--- src/rcmd_defs.svh ---
// Named constants for the reference clock monitor and divider block.
// Assumes inclusion by bare name before the package and the top module.
`ifndef RCMD_DEFS_SVH
`define RCMD_DEFS_SVH

// ----------------------------------------------------------------------------
// Register indices (byte address is four times the index)
// ----------------------------------------------------------------------------
`define RCMD_IDX_REF_DIV     3'h0
`define RCMD_IDX_FB_HI       3'h1
`define RCMD_IDX_FB_LO       3'h2
`define RCMD_IDX_OUT_A       3'h3
`define RCMD_IDX_OUT_B       3'h4
`define RCMD_IDX_CTRL5       3'h5
`define RCMD_IDX_CTRL6       3'h6
`define RCMD_IDX_STATUS      3'h7
`define RCMD_ADR_HI_ZERO     3'h0

// ----------------------------------------------------------------------------
// Field positions
// ----------------------------------------------------------------------------
`define RCMD_C5_FORCE_LOW    7
`define RCMD_C5_OE_A         6
`define RCMD_C5_OE_B         5
`define RCMD_C5_DEFAULT      4
`define RCMD_C5_DIS_HI       3
`define RCMD_C5_DIS_LO       2
`define RCMD_C5_REVERT       1
`define RCMD_C5_MON_RST      0
`define RCMD_C6_DEV_RST      4
`define RCMD_C6_SWAP         3
`define RCMD_C6_B_SRC        2
`define RCMD_ST_FAIL_A       6
`define RCMD_ST_FAIL_B       5
`define RCMD_ST_SEL          4
`define RCMD_OUT_CODE_HI     2

// ----------------------------------------------------------------------------
// Pin vector positions and reset values
// ----------------------------------------------------------------------------
`define RCMD_PIN_REF_A       0
`define RCMD_PIN_REF_B       1
`define RCMD_PIN_SEL_A       2
`define RCMD_PIN_SEL_B       3
`define RCMD_PIN_MON_N       4
`define RCMD_PIN_MR          5
`define RCMD_PIN_LVL_RST     6'h1C
`define RCMD_CR_RST          8'h00
`define RCMD_CR5_RST         8'h60
`define RCMD_DIS_PINS        2'h0
`define RCMD_DIS_BOTH        2'h3

// ----------------------------------------------------------------------------
// Timing
// ----------------------------------------------------------------------------
`define RCMD_FAIL_CYCLES     2
`define RCMD_ALIGN_CYCLES    9'd480

`endif

--- src/rcmd_pkg.sv ---
// Types shared by the reference clock monitor and divider block.
// Assumes rcmd_defs.svh is compiled alongside.
package rcmd_pkg;

   // Output divider state, one-hot.
   typedef enum logic [1:0] {
      RCMD_DIV_RUN  = 2'b01,
      RCMD_DIV_HOLD = 2'b10
   } rcmd_div_state_e;

   typedef logic [7:0] rcmd_byte_t;

endpackage

--- src/rcmd_top.sv ---
// Reference clock monitor, input selection and output dividers with a
// classic Wishbone register slave.
// Assumes core_clk is the oscillator clock; all pins are asynchronous.
//
// Behaviour
// - Eight 8-bit host-accessible registers.
// - Fixed register roles: dividers, control, status.
// - Divided outputs share coincident rising edges.
// - Ratio change: finish period, low, new edge.
// - Force-low bit drives all outputs low.
// - Per-output enables; disabled output floats.
// - Second output source chosen by control bit.
// - Default bit and swap bit pick input.
// - Inputs disabled by pins or control bits.
// - Output frequency is core clock over twice the output factor.
// - Feedback factor spans 1 to 32768.
// - Output factors 1,2,3,4,5,6,8,16 only.
// - Reference factor spans 1 to 256.
// - Both inputs monitored at once.
// - Two quiet cycles flag input failure.
// - Failure switches input and loads status.
// - Monitor idle while control disables inputs.
// - Revert: recovery clears flags, reselects default.
// - No revert: failure flags stick until reset.
// - Control bit enables revert behaviour.
// - Four rising sources clear monitor faults.
// - Monitor reset clears flags, selects default.
// - Disable field codes override select pins.
// - Device reset restores all registers.
//
// Local design decisions: the Wishbone slave port and the placing of the registers.
`timescale 1ns/10ps
`include "rcmd_defs.svh"

module rcmd_top
   import rcmd_pkg::*;
#(
   parameter int FAIL_CYCLES = `RCMD_FAIL_CYCLES
) (
   // Clock and reset.
   input  wire logic        core_clk,
   input  wire logic        rst_b,
   // Wishbone slave.
   input  wire logic        wb_cyc_i,
   input  wire logic        wb_stb_i,
   input  wire logic        wb_we_i,
   input  wire logic [7:0]  wb_adr_i,
   input  wire logic [3:0]  wb_sel_i,
   input  wire logic [31:0] wb_dat_i,
   output logic      [31:0] wb_dat_o,
   output logic             wb_ack_o,
   // Reference inputs and control pins.
   input  wire logic        reference_input_a,
   input  wire logic        reference_input_b,
   input  wire logic        input_a_select_pin,
   input  wire logic        input_b_select_pin,
   input  wire logic        monitor_enable_n_pin,
   input  wire logic        master_reset_pin,
   // Clock outputs and failure indicator.
   output logic             clock_output_a,
   output logic             clock_output_a_oe,
   output logic             clock_output_b,
   output logic             clock_output_b_oe,
   output logic             failure_flag
);

   localparam int QW = $clog2(FAIL_CYCLES + 1);

   // ------------------------------------------------------------------------
   // Pin synchronisers
   // ------------------------------------------------------------------------
   logic [5:0] pin_raw;
   logic [5:0] pin_s1_q;
   logic [5:0] pin_s2_q;
   logic [5:0] pin_s3_q;
   logic [5:0] pin_lvl_q;
   logic [5:0] pin_lvl_d;
   logic [5:0] pin_agree;
   logic [5:0] pin_rise;

   assign pin_raw = {master_reset_pin, monitor_enable_n_pin, input_b_select_pin,
                     input_a_select_pin, reference_input_b, reference_input_a};
   // A change is accepted only once the second and third stages agree.
   assign pin_agree = ~(pin_s2_q ^ pin_s3_q);
   assign pin_lvl_d = (pin_agree & pin_s2_q) | (~pin_agree & pin_lvl_q);
   assign pin_rise  = pin_lvl_d & ~pin_lvl_q;

   // Three-stage capture of every asynchronous pin.
   always_ff @(posedge core_clk or negedge rst_b) begin
      if (!rst_b) begin
         pin_s1_q  <= `RCMD_PIN_LVL_RST;
         pin_s2_q  <= `RCMD_PIN_LVL_RST;
         pin_s3_q  <= `RCMD_PIN_LVL_RST;
         pin_lvl_q <= `RCMD_PIN_LVL_RST;
      end else begin
         pin_s1_q  <= pin_raw;
         pin_s2_q  <= pin_s1_q;
         pin_s3_q  <= pin_s2_q;
         pin_lvl_q <= pin_lvl_d;
      end
   end

   // ------------------------------------------------------------------------
   // Register file and bus decode
   // ------------------------------------------------------------------------
   rcmd_byte_t cr_q [7];
   rcmd_byte_t status;
   rcmd_byte_t rd_byte;
   logic       ack_q;
   logic [31:0] dat_q;
   logic       bus_req;
   logic       mapped;
   logic [2:0] idx;
   logic       wr_en;
   logic       wr_c5;
   logic       wr_c6;
   logic       c5_mon_rise;
   logic       c6_rst_rise;
   logic       dev_rst;
   logic       mon_rst;

   assign bus_req = wb_cyc_i & wb_stb_i & ~ack_q;
   assign idx     = wb_adr_i[4:2];
   assign mapped  = (wb_adr_i[7:5] == `RCMD_ADR_HI_ZERO);
   // Only the low byte lane carries data; other lanes alone do not write.
   assign wr_en   = bus_req & wb_we_i & wb_sel_i[0] & mapped;
   assign wr_c5   = wr_en & (idx == `RCMD_IDX_CTRL5);
   assign wr_c6   = wr_en & (idx == `RCMD_IDX_CTRL6);
   assign c5_mon_rise = wr_c5 & wb_dat_i[`RCMD_C5_MON_RST]
                        & ~cr_q[`RCMD_IDX_CTRL5][`RCMD_C5_MON_RST];
   assign c6_rst_rise = wr_c6 & wb_dat_i[`RCMD_C6_DEV_RST]
                        & ~cr_q[`RCMD_IDX_CTRL6][`RCMD_C6_DEV_RST];
   // The pin reset acts as a level; the register bit acts on its rising write.
   assign dev_rst = pin_lvl_q[`RCMD_PIN_MR] | c6_rst_rise;
   assign mon_rst = pin_rise[`RCMD_PIN_MON_N] | pin_rise[`RCMD_PIN_MR]
                    | c5_mon_rise | c6_rst_rise;
   assign rd_byte = (idx == `RCMD_IDX_STATUS) ? status : cr_q[idx];

   // Writable registers; a device reset returns every one to its default.
   always_ff @(posedge core_clk or negedge rst_b) begin
      if (!rst_b) begin
         for (int i = 0; i < 7; i++) begin
            cr_q[i] <= (i == 5) ? `RCMD_CR5_RST : `RCMD_CR_RST;
         end
      end else if (dev_rst) begin
         for (int i = 0; i < 7; i++) begin
            cr_q[i] <= (i == 5) ? `RCMD_CR5_RST : `RCMD_CR_RST;
         end
      end else if (wr_en && idx != `RCMD_IDX_STATUS) begin
         cr_q[idx] <= wb_dat_i[7:0];
      end
   end

   // One wait state: ack and read data both rise the cycle after the request.
   always_ff @(posedge core_clk or negedge rst_b) begin
      if (!rst_b) begin
         ack_q <= 1'b0;
         dat_q <= 32'h0000_0000;
      end else begin
         ack_q <= bus_req;
         dat_q <= (bus_req && mapped) ? {24'h00_0000, rd_byte} : 32'h0000_0000;
      end
   end
   assign wb_ack_o = ack_q;
   assign wb_dat_o = dat_q;

   // ------------------------------------------------------------------------
   // Input enables and monitor
   // ------------------------------------------------------------------------
   logic [1:0]  dis;
   logic [1:0]  in_en;
   logic        revert;
   logic        mon_active;
   logic        default_sel;
   logic [1:0]  trans;
   logic [1:0]  dead;
   logic [1:0]  fail_set;
   logic [1:0]  recover;
   logic [1:0]  fail_q;
   logic [1:0]  fail_d;
   logic [1:0]  usable;
   logic        sel_q;
   logic        sel_d;
   logic        int_q;
   logic [QW-1:0] quiet_q [2];

   assign dis    = cr_q[`RCMD_IDX_CTRL5][`RCMD_C5_DIS_HI:`RCMD_C5_DIS_LO];
   // Code zero hands control to the pins, otherwise each bit enables one input.
   assign in_en  = (dis == `RCMD_DIS_PINS) ?
                   {pin_lvl_q[`RCMD_PIN_SEL_B], pin_lvl_q[`RCMD_PIN_SEL_A]} : dis;
   assign revert = cr_q[`RCMD_IDX_CTRL5][`RCMD_C5_REVERT];
   // Codes that switch one input off by register idle the monitor; both-on keeps it.
   assign mon_active = ((dis == `RCMD_DIS_PINS) | (dis == `RCMD_DIS_BOTH))
                       & ~pin_lvl_q[`RCMD_PIN_MON_N];
   assign default_sel = cr_q[`RCMD_IDX_CTRL5][`RCMD_C5_DEFAULT];
   assign trans  = pin_s2_q[1:0] ^ pin_s3_q[1:0];
   assign usable = in_en & ~fail_q & ~dead;

   // Quiet-cycle counters run on both inputs regardless of selection.
   genvar gi;
   generate
      for (gi = 0; gi < 2; gi++) begin : g_mon
         assign dead[gi]     = (quiet_q[gi] >= QW'(FAIL_CYCLES));
         assign fail_set[gi] = mon_active & in_en[gi] & dead[gi];
         assign recover[gi]  = fail_q[gi] & trans[gi] & revert;
         // A new failure wins over any clear arriving in the same cycle.
         assign fail_d[gi]   = fail_set[gi] ? 1'b1 :
                               (mon_rst | dev_rst | recover[gi]) ? 1'b0 :
                               fail_q[gi];
         always_ff @(posedge core_clk or negedge rst_b) begin
            if (!rst_b) begin
               quiet_q[gi] <= '0;
            end else if (trans[gi]) begin
               quiet_q[gi] <= '0;
            end else if (!dead[gi]) begin
               quiet_q[gi] <= quiet_q[gi] + QW'(1);
            end
         end
      end
   endgenerate

   // Selection priority: device reset, failover, monitor reset, revert, write.
   always_comb begin
      sel_d = sel_q;
      if (dev_rst) begin
         sel_d = 1'b0;
      end else if (fail_set[sel_q] && usable[~sel_q]) begin
         sel_d = ~sel_q;
      end else if (mon_rst) begin
         sel_d = default_sel;
      end else if (recover[default_sel] && !fail_set[default_sel]) begin
         sel_d = default_sel;
      end else if (wr_c5 || wr_c6) begin
         sel_d = (wr_c5 ? wb_dat_i[`RCMD_C5_DEFAULT] : default_sel)
                 ^ (wr_c6 ? wb_dat_i[`RCMD_C6_SWAP]
                          : cr_q[`RCMD_IDX_CTRL6][`RCMD_C6_SWAP]);
      end
   end

   // Monitor state; the indicator is a flop copy of any failure.
   always_ff @(posedge core_clk or negedge rst_b) begin
      if (!rst_b) begin
         fail_q <= 2'b00;
         sel_q  <= 1'b0;
         int_q  <= 1'b0;
      end else begin
         fail_q <= fail_d;
         sel_q  <= sel_d;
         int_q  <= |fail_d;
      end
   end
   assign failure_flag = int_q;

   // Status reflects live monitor state, so it is reloaded on every event.
   always_comb begin
      status = 8'h00;
      status[`RCMD_ST_FAIL_A] = fail_q[0];
      status[`RCMD_ST_FAIL_B] = fail_q[1];
      status[`RCMD_ST_SEL]    = sel_q;
   end

   // ------------------------------------------------------------------------
   // Output dividers
   // ------------------------------------------------------------------------
   // Each output period is twice the ratio in core cycles, so a flop can
   // produce ratio one; the loop factors are held for the analog loop.
   logic [8:0]  align_q;
   logic        align_end;
   logic [2:0]  code [2];
   logic [1:0]  div_out_q;
   logic        out_a_q;
   logic        out_b_q;
   logic        oe_a_q;
   logic        oe_b_q;
   rcmd_div_state_e div_st_q [2];
   logic [15:0] fb_factor;
   logic [8:0]  ref_factor;

   // Stored code plus one gives the loop factors; read only by the loop.
   assign fb_factor  = {cr_q[`RCMD_IDX_FB_HI][6:0], cr_q[`RCMD_IDX_FB_LO]} + 16'h0001;
   assign ref_factor = {1'b0, cr_q[`RCMD_IDX_REF_DIV]} + 9'h001;
   assign code[0]    = cr_q[`RCMD_IDX_OUT_A][`RCMD_OUT_CODE_HI:0];
   assign code[1]    = cr_q[`RCMD_IDX_OUT_B][`RCMD_OUT_CODE_HI:0];
   assign align_end  = (align_q == `RCMD_ALIGN_CYCLES - 9'd1);

   // Only eight ratios exist; the three-bit code indexes them.
   function automatic logic [4:0] ratio_of(input logic [2:0] c);
      unique case (c)
         3'h0: ratio_of = 5'h01;
         3'h1: ratio_of = 5'h02;
         3'h2: ratio_of = 5'h03;
         3'h3: ratio_of = 5'h04;
         3'h4: ratio_of = 5'h05;
         3'h5: ratio_of = 5'h06;
         3'h6: ratio_of = 5'h08;
         3'h7: ratio_of = 5'h10;
      endcase
   endfunction

   // Shared phase counter over the common multiple of all periods.
   always_ff @(posedge core_clk or negedge rst_b) begin
      if (!rst_b) begin
         align_q <= 9'h000;
      end else begin
         align_q <= align_end ? 9'h000 : align_q + 9'h001;
      end
   end

   generate
      for (gi = 0; gi < 2; gi++) begin : g_div
         logic [4:0] cnt_q;
         logic [2:0] cur_q;
         logic [4:0] n_cur;
         logic       per_end;
         assign n_cur   = ratio_of(cur_q);
         assign per_end = (cnt_q == {n_cur[3:0], 1'b0} - 5'h01);
         always_ff @(posedge core_clk or negedge rst_b) begin
            if (!rst_b) begin
               cnt_q         <= 5'h00;
               cur_q         <= 3'h0;
               div_st_q[gi]  <= RCMD_DIV_RUN;
               div_out_q[gi] <= 1'b1;
            end else begin
               unique case (div_st_q[gi])
                  RCMD_DIV_RUN: begin
                     if (per_end && code[gi] != cur_q) begin
                        div_st_q[gi]  <= RCMD_DIV_HOLD;
                        div_out_q[gi] <= 1'b0;
                     end else begin
                        cnt_q         <= per_end ? 5'h00 : cnt_q + 5'h01;
                        div_out_q[gi] <= per_end | (cnt_q + 5'h01 < n_cur);
                     end
                  end
                  RCMD_DIV_HOLD: begin
                     // Restart only on the shared phase so edges coincide.
                     if (align_end) begin
                        div_st_q[gi]  <= RCMD_DIV_RUN;
                        cur_q         <= code[gi];
                        cnt_q         <= 5'h00;
                        div_out_q[gi] <= 1'b1;
                     end
                  end
               endcase
            end
         end
      end
   endgenerate

   // Output stage: force-low, enables and second-output source.
   always_ff @(posedge core_clk or negedge rst_b) begin
      if (!rst_b) begin
         out_a_q <= 1'b0;
         out_b_q <= 1'b0;
         oe_a_q  <= 1'b0;
         oe_b_q  <= 1'b0;
      end else begin
         oe_a_q  <= cr_q[`RCMD_IDX_CTRL5][`RCMD_C5_OE_A];
         oe_b_q  <= cr_q[`RCMD_IDX_CTRL5][`RCMD_C5_OE_B];
         out_a_q <= div_out_q[0] & cr_q[`RCMD_IDX_CTRL5][`RCMD_C5_OE_A]
                    & ~cr_q[`RCMD_IDX_CTRL5][`RCMD_C5_FORCE_LOW];
         out_b_q <= (cr_q[`RCMD_IDX_CTRL6][`RCMD_C6_B_SRC] ? div_out_q[1] : div_out_q[0])
                    & cr_q[`RCMD_IDX_CTRL5][`RCMD_C5_OE_B]
                    & ~cr_q[`RCMD_IDX_CTRL5][`RCMD_C5_FORCE_LOW];
      end
   end
   assign clock_output_a    = out_a_q;
   assign clock_output_b    = out_b_q;
   assign clock_output_a_oe = oe_a_q;
   assign clock_output_b_oe = oe_b_q;

   // ------------------------------------------------------------------------
   // Assertions
   // ------------------------------------------------------------------------
   property p_force_low;
      @(posedge core_clk) disable iff (!rst_b)
      cr_q[`RCMD_IDX_CTRL5][`RCMD_C5_FORCE_LOW] |=> !clock_output_a && !clock_output_b;
   endproperty
   a_force_low: assert property (p_force_low) else $error("output not forced low");

   property p_oe_off;
      @(posedge core_clk) disable iff (!rst_b)
      !cr_q[`RCMD_IDX_CTRL5][`RCMD_C5_OE_A] |=> !clock_output_a_oe && !clock_output_a;
   endproperty
   a_oe_off: assert property (p_oe_off) else $error("disabled output still driven");

   property p_b_source;
      @(posedge core_clk) disable iff (!rst_b)
      (cr_q[`RCMD_IDX_CTRL6][`RCMD_C6_B_SRC] && cr_q[`RCMD_IDX_CTRL5] == `RCMD_CR5_RST)
      |=> clock_output_b == $past(div_out_q[1]);
   endproperty
   a_b_source: assert property (p_b_source) else $error("wrong source on output b");

   property p_align;
      @(posedge core_clk) disable iff (!rst_b)
      (align_q == 9'h000 && div_st_q[0] == RCMD_DIV_RUN && div_st_q[1] == RCMD_DIV_RUN)
      |-> div_out_q == 2'b11;
   endproperty
   a_align: assert property (p_align) else $error("divider edges not aligned");

   property p_hold_low;
      @(posedge core_clk) disable iff (!rst_b)
      (div_st_q[0] == RCMD_DIV_HOLD) |-> !div_out_q[0];
   endproperty
   a_hold_low: assert property (p_hold_low) else $error("runt during ratio change");

   property p_fail_flag;
      @(posedge core_clk) disable iff (!rst_b)
      fail_set[0] |=> status[`RCMD_ST_FAIL_A] && failure_flag;
   endproperty
   a_fail_flag: assert property (p_fail_flag) else $error("failure not reported");

   property p_failover;
      @(posedge core_clk) disable iff (!rst_b)
      (fail_set[sel_q] && usable[~sel_q] && !dev_rst) |=> sel_q != $past(sel_q);
   endproperty
   a_failover: assert property (p_failover) else $error("no switch after failure");

   property p_sticky;
      @(posedge core_clk) disable iff (!rst_b)
      (fail_q[1] && !revert && !mon_rst && !dev_rst) |=> fail_q[1] && failure_flag;
   endproperty
   a_sticky: assert property (p_sticky) else $error("failure cleared without reset");

   property p_mon_idle;
      @(posedge core_clk) disable iff (!rst_b)
      (dis != `RCMD_DIS_PINS && dis != `RCMD_DIS_BOTH) |-> fail_set == 2'b00;
   endproperty
   a_mon_idle: assert property (p_mon_idle) else $error("monitor active while disabled");

   property p_mon_reset;
      @(posedge core_clk) disable iff (!rst_b)
      (mon_rst && fail_set == 2'b00) |=> fail_q == 2'b00 && !failure_flag;
   endproperty
   a_mon_reset: assert property (p_mon_reset) else $error("monitor reset did not clear");

   property p_ack;
      @(posedge core_clk) disable iff (!rst_b)
      bus_req |=> wb_ack_o ##1 !wb_ack_o;
   endproperty
   a_ack: assert property (p_ack) else $error("bus answer timing wrong");

   c_failover: cover property (@(posedge core_clk) disable iff (!rst_b)
                               fail_set[sel_q] && usable[~sel_q]);
   c_revert:   cover property (@(posedge core_clk) disable iff (!rst_b) recover[0]);
   c_ratio:    cover property (@(posedge core_clk) disable iff (!rst_b)
                               div_st_q[1] == RCMD_DIV_HOLD ##1 div_st_q[1] == RCMD_DIV_RUN);

endmodule

--- config.mk ---
export PLATFORM = sky130hd
export DESIGN_NAME = rcmd_top
export DESIGN_NICKNAME = d
export VERILOG_FILES = /design/src/rcmd_pkg.sv /design/src/rcmd_top.sv
export VERILOG_INCLUDE_DIRS = /design/src
export SDC_FILE = /design/constraint.sdc
export NUM_CORES = 1
export LEC_CHECK = 0
export BUFFER_PORTS_ARGS = -buffer_cell sky130_fd_sc_hd__buf_2
export CAP_MARGIN = 0
export CORE_ASPECT_RATIO = 0.9
export CORE_MARGIN = 5
export CORE_UTILIZATION = 44
export CTS_CLUSTER_SIZE = 12
export DETAILED_ROUTE_END_ITERATION = 7
export PLACE_DENSITY = 0.66
export SYNTH_ARGS = -nofsm -noshare
export SYNTH_HDL_FRONTEND = slang
export SYNTH_SLANG_ARGS = --single-unit
--- constraint.sdc ---
create_clock -name core_clk -period 2.62 [get_ports core_clk]
set_clock_uncertainty 0.15 [all_clocks]
set_input_delay 0.524 -clock core_clk [delete_from_list [all_inputs] [get_ports core_clk]]
set_output_delay 0.524 -clock core_clk [all_outputs]
set_load 0.02 [all_outputs]
==> results of run 1 <==
[worst max-delay path: cells and delay by family (launching register included)]
kind	cells	cell delay, ns
DFF	1	0.42
and+or+nand+nor	3	0.41
xor gates and xnor gates	1	0.15
adders and majority gates	2	0.28
buffers and inverters	1	0.11
AOI/OAI and AO/OA	4	0.93
[Yosys cell counts, drive strengths merged, types with 5 or more instances]
cell type,instances
nand2b,10
nor2b,10
a22o,8
dfstp,18
mux2i,71
o21ai,15
nand2,38
nor3,6
xnor2,16
clkbuf,6
buf,41
dfrtp,112
a21oi,17
xor2,12
nand3,20
a211oi,9
a31oi,6
a21o,5
and2,6
inv,10
ha,24
nand4,5
mux2,6
nor2,94
nor3b,8
[sequential cells by signal, indices dropped and copies added, names as in the netlist, 2 cells and up, named ones only]
register / count
code: 6
pin_lvl_q: 2
align_q: 9
g_div.cnt_q: 10
pin_s2_q: 6
quiet_q: 4
div_st_q: 4
pin_s3_q: 6
pin_s1_q: 6
fail_q: 2
div_out_q: 2
cr_q: 50
g_div.cur_q: 6
wb_dat_o: 8
[kinds of logic after synthesis]
logic type | count (synthesis)
other | 1
adder cells (fa/ha/maj) | 27
multiplexers | 81
XOR/XNOR | 28
flip-flops | 130
buffers and inverters | 57
AND/OR/NAND/NOR | 217
AO/OA/AOI/OAI | 82
[layer usage]
| layer | up-vias | track usage |
|---|---|---|
| met1 | 2384 | 0.220 |
| met5 | - | 0 |
| li1 | 2283 | - |
| met2 | 125 | 0.278 |
| met4 | 0 | 0.0484 |
| met3 | 20 | 0.0388 |
[power breakdown]
group	internal [mW]	leakage (nW)	switching, mW
logic	0.163	1.86	0.283
registers	2.08	1.68	0.0554
clock network	1.64	0.307	0.874
[cell type report]
type | instances | area, um^2 | area share
flip-flops and latches | 130 | 3280 | 0.402
well taps | 202 | 253 | 0.0311
repair buffers | 76 | 519 | 0.0638
multi-input cells | 459 | 3420 | 0.420
inverters | 10 | 37.5 | 0.00461
clock buffers | 20 | 457 | 0.0561
clock inverters | 12 | 180 | 0.0221
[metrics by stage]
step	setup TNS [ns]	worst slack [ns]	instances
3_3_place_gp	-0.0286	-0.0286	873
3_5_place_dp	-0.131	-0.114	873
5_1_grt	-0.136	-0.0346	909
2_1_floorplan	0	0.00647	646
4_1_cts	0	0.00147	907
6_report	0	0.0617	909
[repair_timing]
item | 4_1_cts | 5_1_grt
pin swaps | 8 | 9
hold endpoints to repair | 3 | 0
resized for setup | 8 | 27
setup buffers | 1 | 2
hold buffers | 1 | 0
setup endpoints to repair | 6 | 14
[path summary, 6_finish.rpt]
kind | start | end | slack [ns] | cells after the start
worst max register to register | g_div[0].cur_q[0] | g_div[0].cnt_q[2] | 0.06 | 11
worst max-delay path | g_div[0].cur_q[0] | g_div[0].cnt_q[2] | 0.06 | 11
worst min register to register | pin_s1_q[0] | pin_s2_q[0] | 0.20 | 0
worst min-delay path | monitor_enable_n_pin | pin_s1_q[4] | 0.05 | 1
min in group asynchronous | rst_b | cr_q[35] | 0.29 | 2
max in group asynchronous | rst_b | fail_q[0] | 1.27 | 3
==> reports/metrics.cfg, run 1 <==
[run_status]
status=finished, final reports clean

[cells_and_area]
drive_gt1_frac=0.256
layout_commonest_cell=dfrtp_1
fin_util=0.533
fin_nets=773
n_antenna_cell=0
final_area_um2=8140
area_growth_syn_to_layout_pct=20.1
layout_common_cells=112 x dfrtp_1, 92 x nor2_1, 69 x mux2i_1
fillCellCount=1303

[pwr]
peakVddDrop_uv=595
p_leak_nw=3.84
p_per_area_nw_per_um2=627
power.total_mw=5.10

[clock_network]
cts_tree=built
htreeDepth=4
clock_sinks=130
clk_latency_ns=0.42
numCtsBuffers=17
clkTransAtPathRegs_ns=0.06
root_buffer=clkbuf_16
ctsLongestPathBuffers=2

[worst_setup_path]
end_kind=flip-flop
critPathMaxStageDelay_ns=0.42
arrival_ns=2.70
crit_top_cell=ha_4
cp_slowest_cell=dfrtp_1
worstPathRequired_ns=2.77
critical_path.max_fanout=5
crit_type=reg2reg
critPathLaunchType=flip-flop
crit_chain=inv_2 > ha_4 > nand2_1 > and2_4 > ha_4 > xnor2_2 > and3_4 > o2111ai_4 > o21ai_4 > a31o_4 > a221o_1

[timing]
fmax_mhz=391
setup_violations=0
worstMarginPinSlew_ns=0.579
hold_slack_ns=0.0499
period_needed_ns=2.56
timing.final.hold_violations=0
rsz0062_at_grt=yes
slew_headroom=0.614
period_share=0.976
drv_slew=0

[logic_synthesis]
ys_async_sr_fraction=1.00
synthXorXnorAreaFrac=0.0362
synth_top_area_cell=dfrtp_1
synth-compound-area-share=0.0853
synth_mux_area_frac=0.128
synthAdderAreaFrac=0.0487
syn_inst=623
synth_top_family_by_area=simple AND/OR/NAND/NOR gates
syn-cell-area_um2=6780
ys_ff_latch=130
synth_cell_types=70
seq_area_frac_synth=0.483
syn_area_per_cell_um2=10.9
synth.area.top_cells=dfrtp_1 41%, mux2i_1 10%, dfstp_2 7.0%
synth_ff_type=dfrtp_1
yosys.area_share.simple=0.167
synth_warnings=0
synth_edf_count=0
netlist.area_leader.share=0.414

[placement]
post-dp-hpwl_mm=10.3
dpl_cell_area_um2=7300
portBuffers=39
gp_congestion=0.884

[global_routing]
grt_pass1_vias=4874
grt_pass1_wl_mm=24.2
grt_start_max_net_pins=80
grtUsageTotal=0.167
antenna_found_initial=0
grt_overflow=0

[min_path]
hold_path.class=in2reg

[floorplanning]
die_area_um2=18000
start_util=0.443
row_count=43
io_pins=93
die_h_um=128
core_um2=15300
die_w_um=141

[detailed_routing]
top_layer_used=met4
dr.pass1.iters=5
vias=4812
dr_wl_met2_mm=7.02
wl_mm=14.5
wl_met3_um=663
wirelength_met1_mm=6.67
postRouteAntennaNets=0
drc=0
drt-initial-drc-count=303
wl_per_cell_um=16.0
viasPerCell=5.29

[job]
drv_cap=0

No activity file was read; power rests on OpenSTA's default activity.
==> inputs of run 2 (changes only) <==
--- a/config.mk
+++ b/config.mk
@@ -9,7 +9,6 @@
 export BUFFER_PORTS_ARGS = -buffer_cell sky130_fd_sc_hd__buf_2
 export CAP_MARGIN = 0
 export CORE_ASPECT_RATIO = 0.9
-export CORE_MARGIN = 5
 export CORE_UTILIZATION = 44
 export CTS_CLUSTER_SIZE = 12
 export DETAILED_ROUTE_END_ITERATION = 7
==> reports/metrics.cfg, run 2 (same netlist as run 1, synthesis figures left out) <==
[run_status]
status=finished, final reports clean

[cells_and_area]
n_antenna_cell=0
layout_commonest_cell=dfrtp_1
top_regs=cr_q x50, g_div.cnt_q x10, align_q x9
fillCellCount=1283
top_register=cr_q
fin_util=0.548
final_area_um2=8150
largest_reg_flops=50
area_growth_syn_to_layout_pct=20.3
drive_gt1_frac=0.256
fin_nets=776
layout_common_cells=112 x dfrtp_1, 92 x nor2_1, 69 x mux2i_1
fin_cells=908

[floorplanning]
die_area_um2=15900
die_h_um=120
die_w_um=133
io_pins=93
core_um2=14900
start_util=0.456
row_count=42

[worst_setup_path]
critical_path.max_fanout=5
critPathLaunchType=flip-flop
cp_num_cells=10
worstPathRequired_ns=2.77
crit_type=reg2reg
critPathBufInv=1
critPathMaxStageDelay_ns=0.39
end_kind=flip-flop
crit_chain=inv_2 > ha_4 > mux2i_4 > ha_4 > xor2_1 > and2_4 > o2111ai_4 > o21ai_4 > a31o_4 > a221o_1
r2r_cells=10
crit_top_cell=ha_4
critical-path-top-delay-family=compound AO/OA/AOI/OAI gates
arrival_ns=2.67
cp_slowest_cell=dfrtp_1

[clock_network]
clock_sinks=130
root_buffer=clkbuf_16
cts_tree=built
numCtsBuffers=17
clk_latency_ns=0.41
htreeDepth=4
ctsLongestPathBuffers=2
clkTransAtPathRegs_ns=0.06

[placement]
dpl.cell_count=870
gp_congestion=0.822
portBuffers=39
post-dp-hpwl_mm=9.99
dpl_cell_area_um2=7300

[global_routing]
use_met1=0.254
grt_use_met3=0.0389
grtUsageTotal=0.194
grt_start_max_net_pins=81
busiest_layer=met2
grt_pass1_wl_mm=24.1
grt_use_met2=0.315
antenna_found_initial=0
grt_overflow=0
grt_pass1_vias=4858

[pwr]
p_sw_frac=0.238
intPower_mw=3.89
pwr-share-comb=0.087
peakVddDrop_uv=523
p_switching_mw=1.21
seq_power_share=0.418
clkPwrFrac=0.494
p_leak_nw=3.84
p_per_area_nw_per_um2=626
power.total_mw=5.11

[detailed_routing]
wl_mm=14.3
vias=4758
dr.pass1.iters=4
viasPerCell=5.24
drt-initial-drc-count=293
wl_per_cell_um=15.8
postRouteAntennaNets=0
drc=0

[timing]
timing.final.hold_violations=0
period_needed_ns=2.52
hold_slack_ns=0.0564
period_share=0.964
drv_slew=0
fmax_mhz=396
setup_violations=0

[min_path]
hold_depth=1
hold_path.class=in2reg

[job]
drv_cap=0

==> run 2: metal layers <==
layer / wire [um] / part of all wire / vias up
li1: - / - / 2288
met1: 6590 / 0.46 / 2353
met2: 6950 / 0.49 / 102
met3: 594 / 0.041 / 15
met4: 193 / 0.013 / 0
met5: 0 / 0 / -
==> run 2: worst paths after layout <==
path / startpoint / end / slack (ns)
worst max-delay path: g_div[0].cur_q[1] / g_div[0].cnt_q[2] / 0.1
worst min-delay path: monitor_enable_n_pin / pin_s1_q[4] / 0.06
worst max register to register: g_div[0].cur_q[1] / g_div[0].cnt_q[2] / 0.1
worst min register to register: pin_s1_q[5] / pin_s2_q[5] / 0.20
max in group asynchronous: rst_b / div_st_q[2] / 1.40
min in group asynchronous: rst_b / cr_q[43] / 0.49
==> run 2: stage by stage <==
step                worst slack (ns)  TNS (ns)
floorplan                    0.00647         0
global placement             -0.0248   -0.0248
detailed placement            -0.123    -0.240
CTS                          0.00602         0
global route                 -0.0155   -0.0199
finish                        0.0951         0
==> run 2: cell type report <==
class / count / area, um^2 / area share
flip-flops and latches: 130 / 3280 / 0.402
repair buffers: 79 / 542 / 0.0665
clock buffers: 20 / 457 / 0.0560
clock inverters: 12 / 180 / 0.0221
inverters: 10 / 37.5 / 0.00460
well taps: 198 / 248 / 0.0304
multi-input cells: 459 / 3410 / 0.419
==> run 2: worst reg2reg max path: stages (launching register included) <==
cell,delay [ns]
dfrtp_1,0.39
inv_2,0.12
ha_4,0.23
mux2i_4,0.18
ha_4,0.23
xor2_1,0.13
and2_4,0.19
o2111ai_4,0.11
o21ai_4,0.11
a31o_4,0.25
a221o_1,0.33
==> run 2: power groups by stage <==
stage	clock, mW	sequential, mW	combinational, mW
5_1_grt	2.67	2.15	0.499
3_3_place_gp	0	2.16	0.424
2_1_floorplan	0	2.16	0.309
4_1_cts	2.57	2.14	0.451
3_5_place_dp	0	2.17	0.445
6_report	2.52	2.14	0.447
==> run 2: timing repair <==
item / 4_1_cts / 5_1_grt
hold buffers: 1 / 0
resized for setup: 18 / 15
cloned: 0 / 0
pin swaps: 7 / 12
setup buffers: 4 / 1
hold endpoints to repair: 38 / 0
endpoints found under the setup margin: 7 / 13
==> inputs of run 3 (changes only) <==
--- a/config.mk
+++ b/config.mk
@@ -6,6 +6,7 @@
 export SDC_FILE = /design/constraint.sdc
 export NUM_CORES = 1
 export LEC_CHECK = 0
+export ABC_AREA = 1
 export BUFFER_PORTS_ARGS = -buffer_cell sky130_fd_sc_hd__buf_2
 export CAP_MARGIN = 0
 export CORE_ASPECT_RATIO = 0.9
==> reports/metrics.cfg, run 3 <==
[timing]
drv_slew=0
setup_tns_ns=0
period_needed_ns=2.43
hold_slack_ns=0.0572
setup_violations=0
worstMarginPinSlew_ns=0.531
slew_headroom=0.646
setup_ws_ns=0.194
fmax_mhz=412
period_share=0.926
timing.final.hold_violations=0

[detailed_routing]
postRouteAntennaNets=0
wl_mm=14.6
top_layer_used=met4
dr_wl_met2_mm=6.50
vias=5190
drc=0
drt-initial-drc-count=383
wirelength_met1_mm=7.15
dr.pass1.iters=5
wl_met3_um=709
wl_per_cell_um=14.1
viasPerCell=5.02

[worst_setup_path]
critPathLaunchType=flip-flop
crit_type=reg2reg
critical_path.max_fanout=5
cp_slowest_cell=dfrtp_1
end_kind=flip-flop
arrival_ns=2.64
critPathBufInv=3
critPathMaxStageDelay_ns=0.38
crit_chain=inv_1 > ha_1 > inv_1 > o21ai_0 > inv_1 > ha_1 > xnor2_1 > nor2_1 > nand2_1 > nor2_2 > nand4_1 > nand2_2 > nand2_1 > nand2_1
worstPathRequired_ns=2.83
critical-path-top-delay-family=simple AND/OR/NAND/NOR gates

[placement]
gp_congestion=0.865
place_ws_ns=0.0749
dpl_cell_area_um2=7020
dpl.cell_count=1000
post-dp-hpwl_mm=10.7
portBuffers=39

[logic_synthesis]
synth_edf_count=0
synth_common_cells=145 x nand2_1, 113 x inv_1, 112 x dfrtp_1
synth_cell_types=41
netlist.area_leader.share=0.424
synth_warnings=0
seq_area_frac_synth=0.496
syn-cell-area_um2=6600
syn_inst=761
ys_ff_latch=130
synth.area.top_cells=dfrtp_1 42%, nand2_1 8.2%, dfstp_2 7.2%
yosysMostFrequentCell=nand2_1
ys_async_sr_fraction=1.00
syn_area_per_cell_um2=8.68
synth_top_area_cell=dfrtp_1
synth_ff_type=dfrtp_1

[global_routing]
antenna_found_initial=0
grt_pass1_vias=4886
grt_pass1_wl_mm=24.4
grt_start_max_net_pins=55
grt_overflow=0
grtUsageTotal=0.203

[cells_and_area]
final_area_um2=7610
fin_nets=903
fin_cells=1034
fillCellCount=1378
final-seq-area_um2=3280
top_regs=cr_q x50, g_div.cnt_q x10, align_q x9
multi_input_area_um2=2740
layout_common_cells=145 x nand2_1, 112 x inv_1, 112 x dfrtp_1
fin_util=0.519
layout_commonest_cell=nand2_1
largest_reg_flops=50
area_growth_syn_to_layout_pct=15.3
top_register=cr_q
drive_gt1_frac=0.148
n_antenna_cell=0

[clock_network]
cts_tree=built
numCtsBuffers=17
htreeDepth=4
clk_latency_ns=0.42
clock_sinks=130
clkTransAtPathRegs_ns=0.06
ctsLongestPathBuffers=2
root_buffer=clkbuf_16

[min_path]
hold_path.class=in2reg

[floorplanning]
io_pins=93
die_w_um=131
row_count=42
start_util=0.450
core_um2=14700
die_area_um2=15500
die_h_um=118

[pwr]
p_per_area_nw_per_um2=637
p_leak_nw=3.81
peakVddDrop_uv=455
power.total_mw=4.85

[run_status]
status=finished, final reports clean

[job]
drv_cap=0

run 3: cell count changes in the layout (fill, tap and decap cells not counted), sizes merged, moves of 10 or more:
cell and change:
buf -23, nor2 -26, mux2i -71, inv +105, nand2b -10, nand2 +115
o21ai +34, nand3 +34, o22ai +36, nor2b -10
run 3: area by class of cell:
class | instances | area share
inverters | 116 | 0.0572
clock buffers | 26 | 0.0629
clock inverters | 5 | 0.0102
repair buffers | 56 | 0.0468
flip-flops and latches | 130 | 0.430
multi-input cells | 503 | 0.360
well taps | 198 | 0.0325
run 3: worst paths after layout:
path	from	endpoint	depth (start not counted)	slack [ns]
worst max-delay path	g_div[0].cur_q[0]	g_div[0].cnt_q[2]	14	0.19
worst min-delay path	input_b_select_pin	pin_s1_q[3]	1	0.06
worst max register to register	g_div[0].cur_q[0]	g_div[0].cnt_q[2]	14	0.19
worst min register to register	pin_s1_q[0]	pin_s2_q[0]	0	0.19
max in group asynchronous	rst_b	async pin	3	1.13
min in group asynchronous	rst_b	cr_q[38]	2	0.48
run 3: logic make-up (layout without fill, tap and decap cells):
kind of cell / count (synthesis) / after routing / synth area share
AND/OR/NAND/NOR: 300 / 300 / 0.201
adder cells (fa/ha/maj): 27 / 27 / 0.0500
other: 1 / 24 / 0.000568
flip-flops: 130 / 130 / 0.496
AO/OA/AOI/OAI: 128 / 128 / 0.115
buffers and inverters: 151 / 203 / 0.104
XOR/XNOR: 24 / 24 / 0.0330
run 3: report_power, final:
part / leakage [nW] / internal, mW / switching, mW
clock network: 0.268 / 1.44 / 0.800
logic: 1.86 / 0.140 / 0.338
registers: 1.68 / 2.09 / 0.0425
run 3: worst reg2reg max path: stages (launching register included):
cell	delay, ns
dfrtp_1	0.38
inv_1	0.11
ha_1	0.29
inv_1	0.03
o21ai_0	0.16
inv_1	0.11
ha_1	0.29
xnor2_1	0.12
nor2_1	0.09
nand2_1	0.07
nor2_2	0.16
nand4_1	0.13
nand2_2	0.14
nand2_1	0.06
nand2_1	0.06
run 3: layer usage:
metal | vias to the layer above | global-route usage
met1 | 2445 | 0.283
met5 | - | 0
met4 | 0 | 0.0816
met3 | 23 | 0.0489
met2 | 137 | 0.302
li1 | 2585 | -
run 3: repair_timing:
item                                    in CTS  in global routing
setup buffers                                0                  2
hold buffers                                 1                  0
gates resized for setup                      0                  6
endpoints found under the setup margin       0                 14
hold endpoints to repair                    42                  0
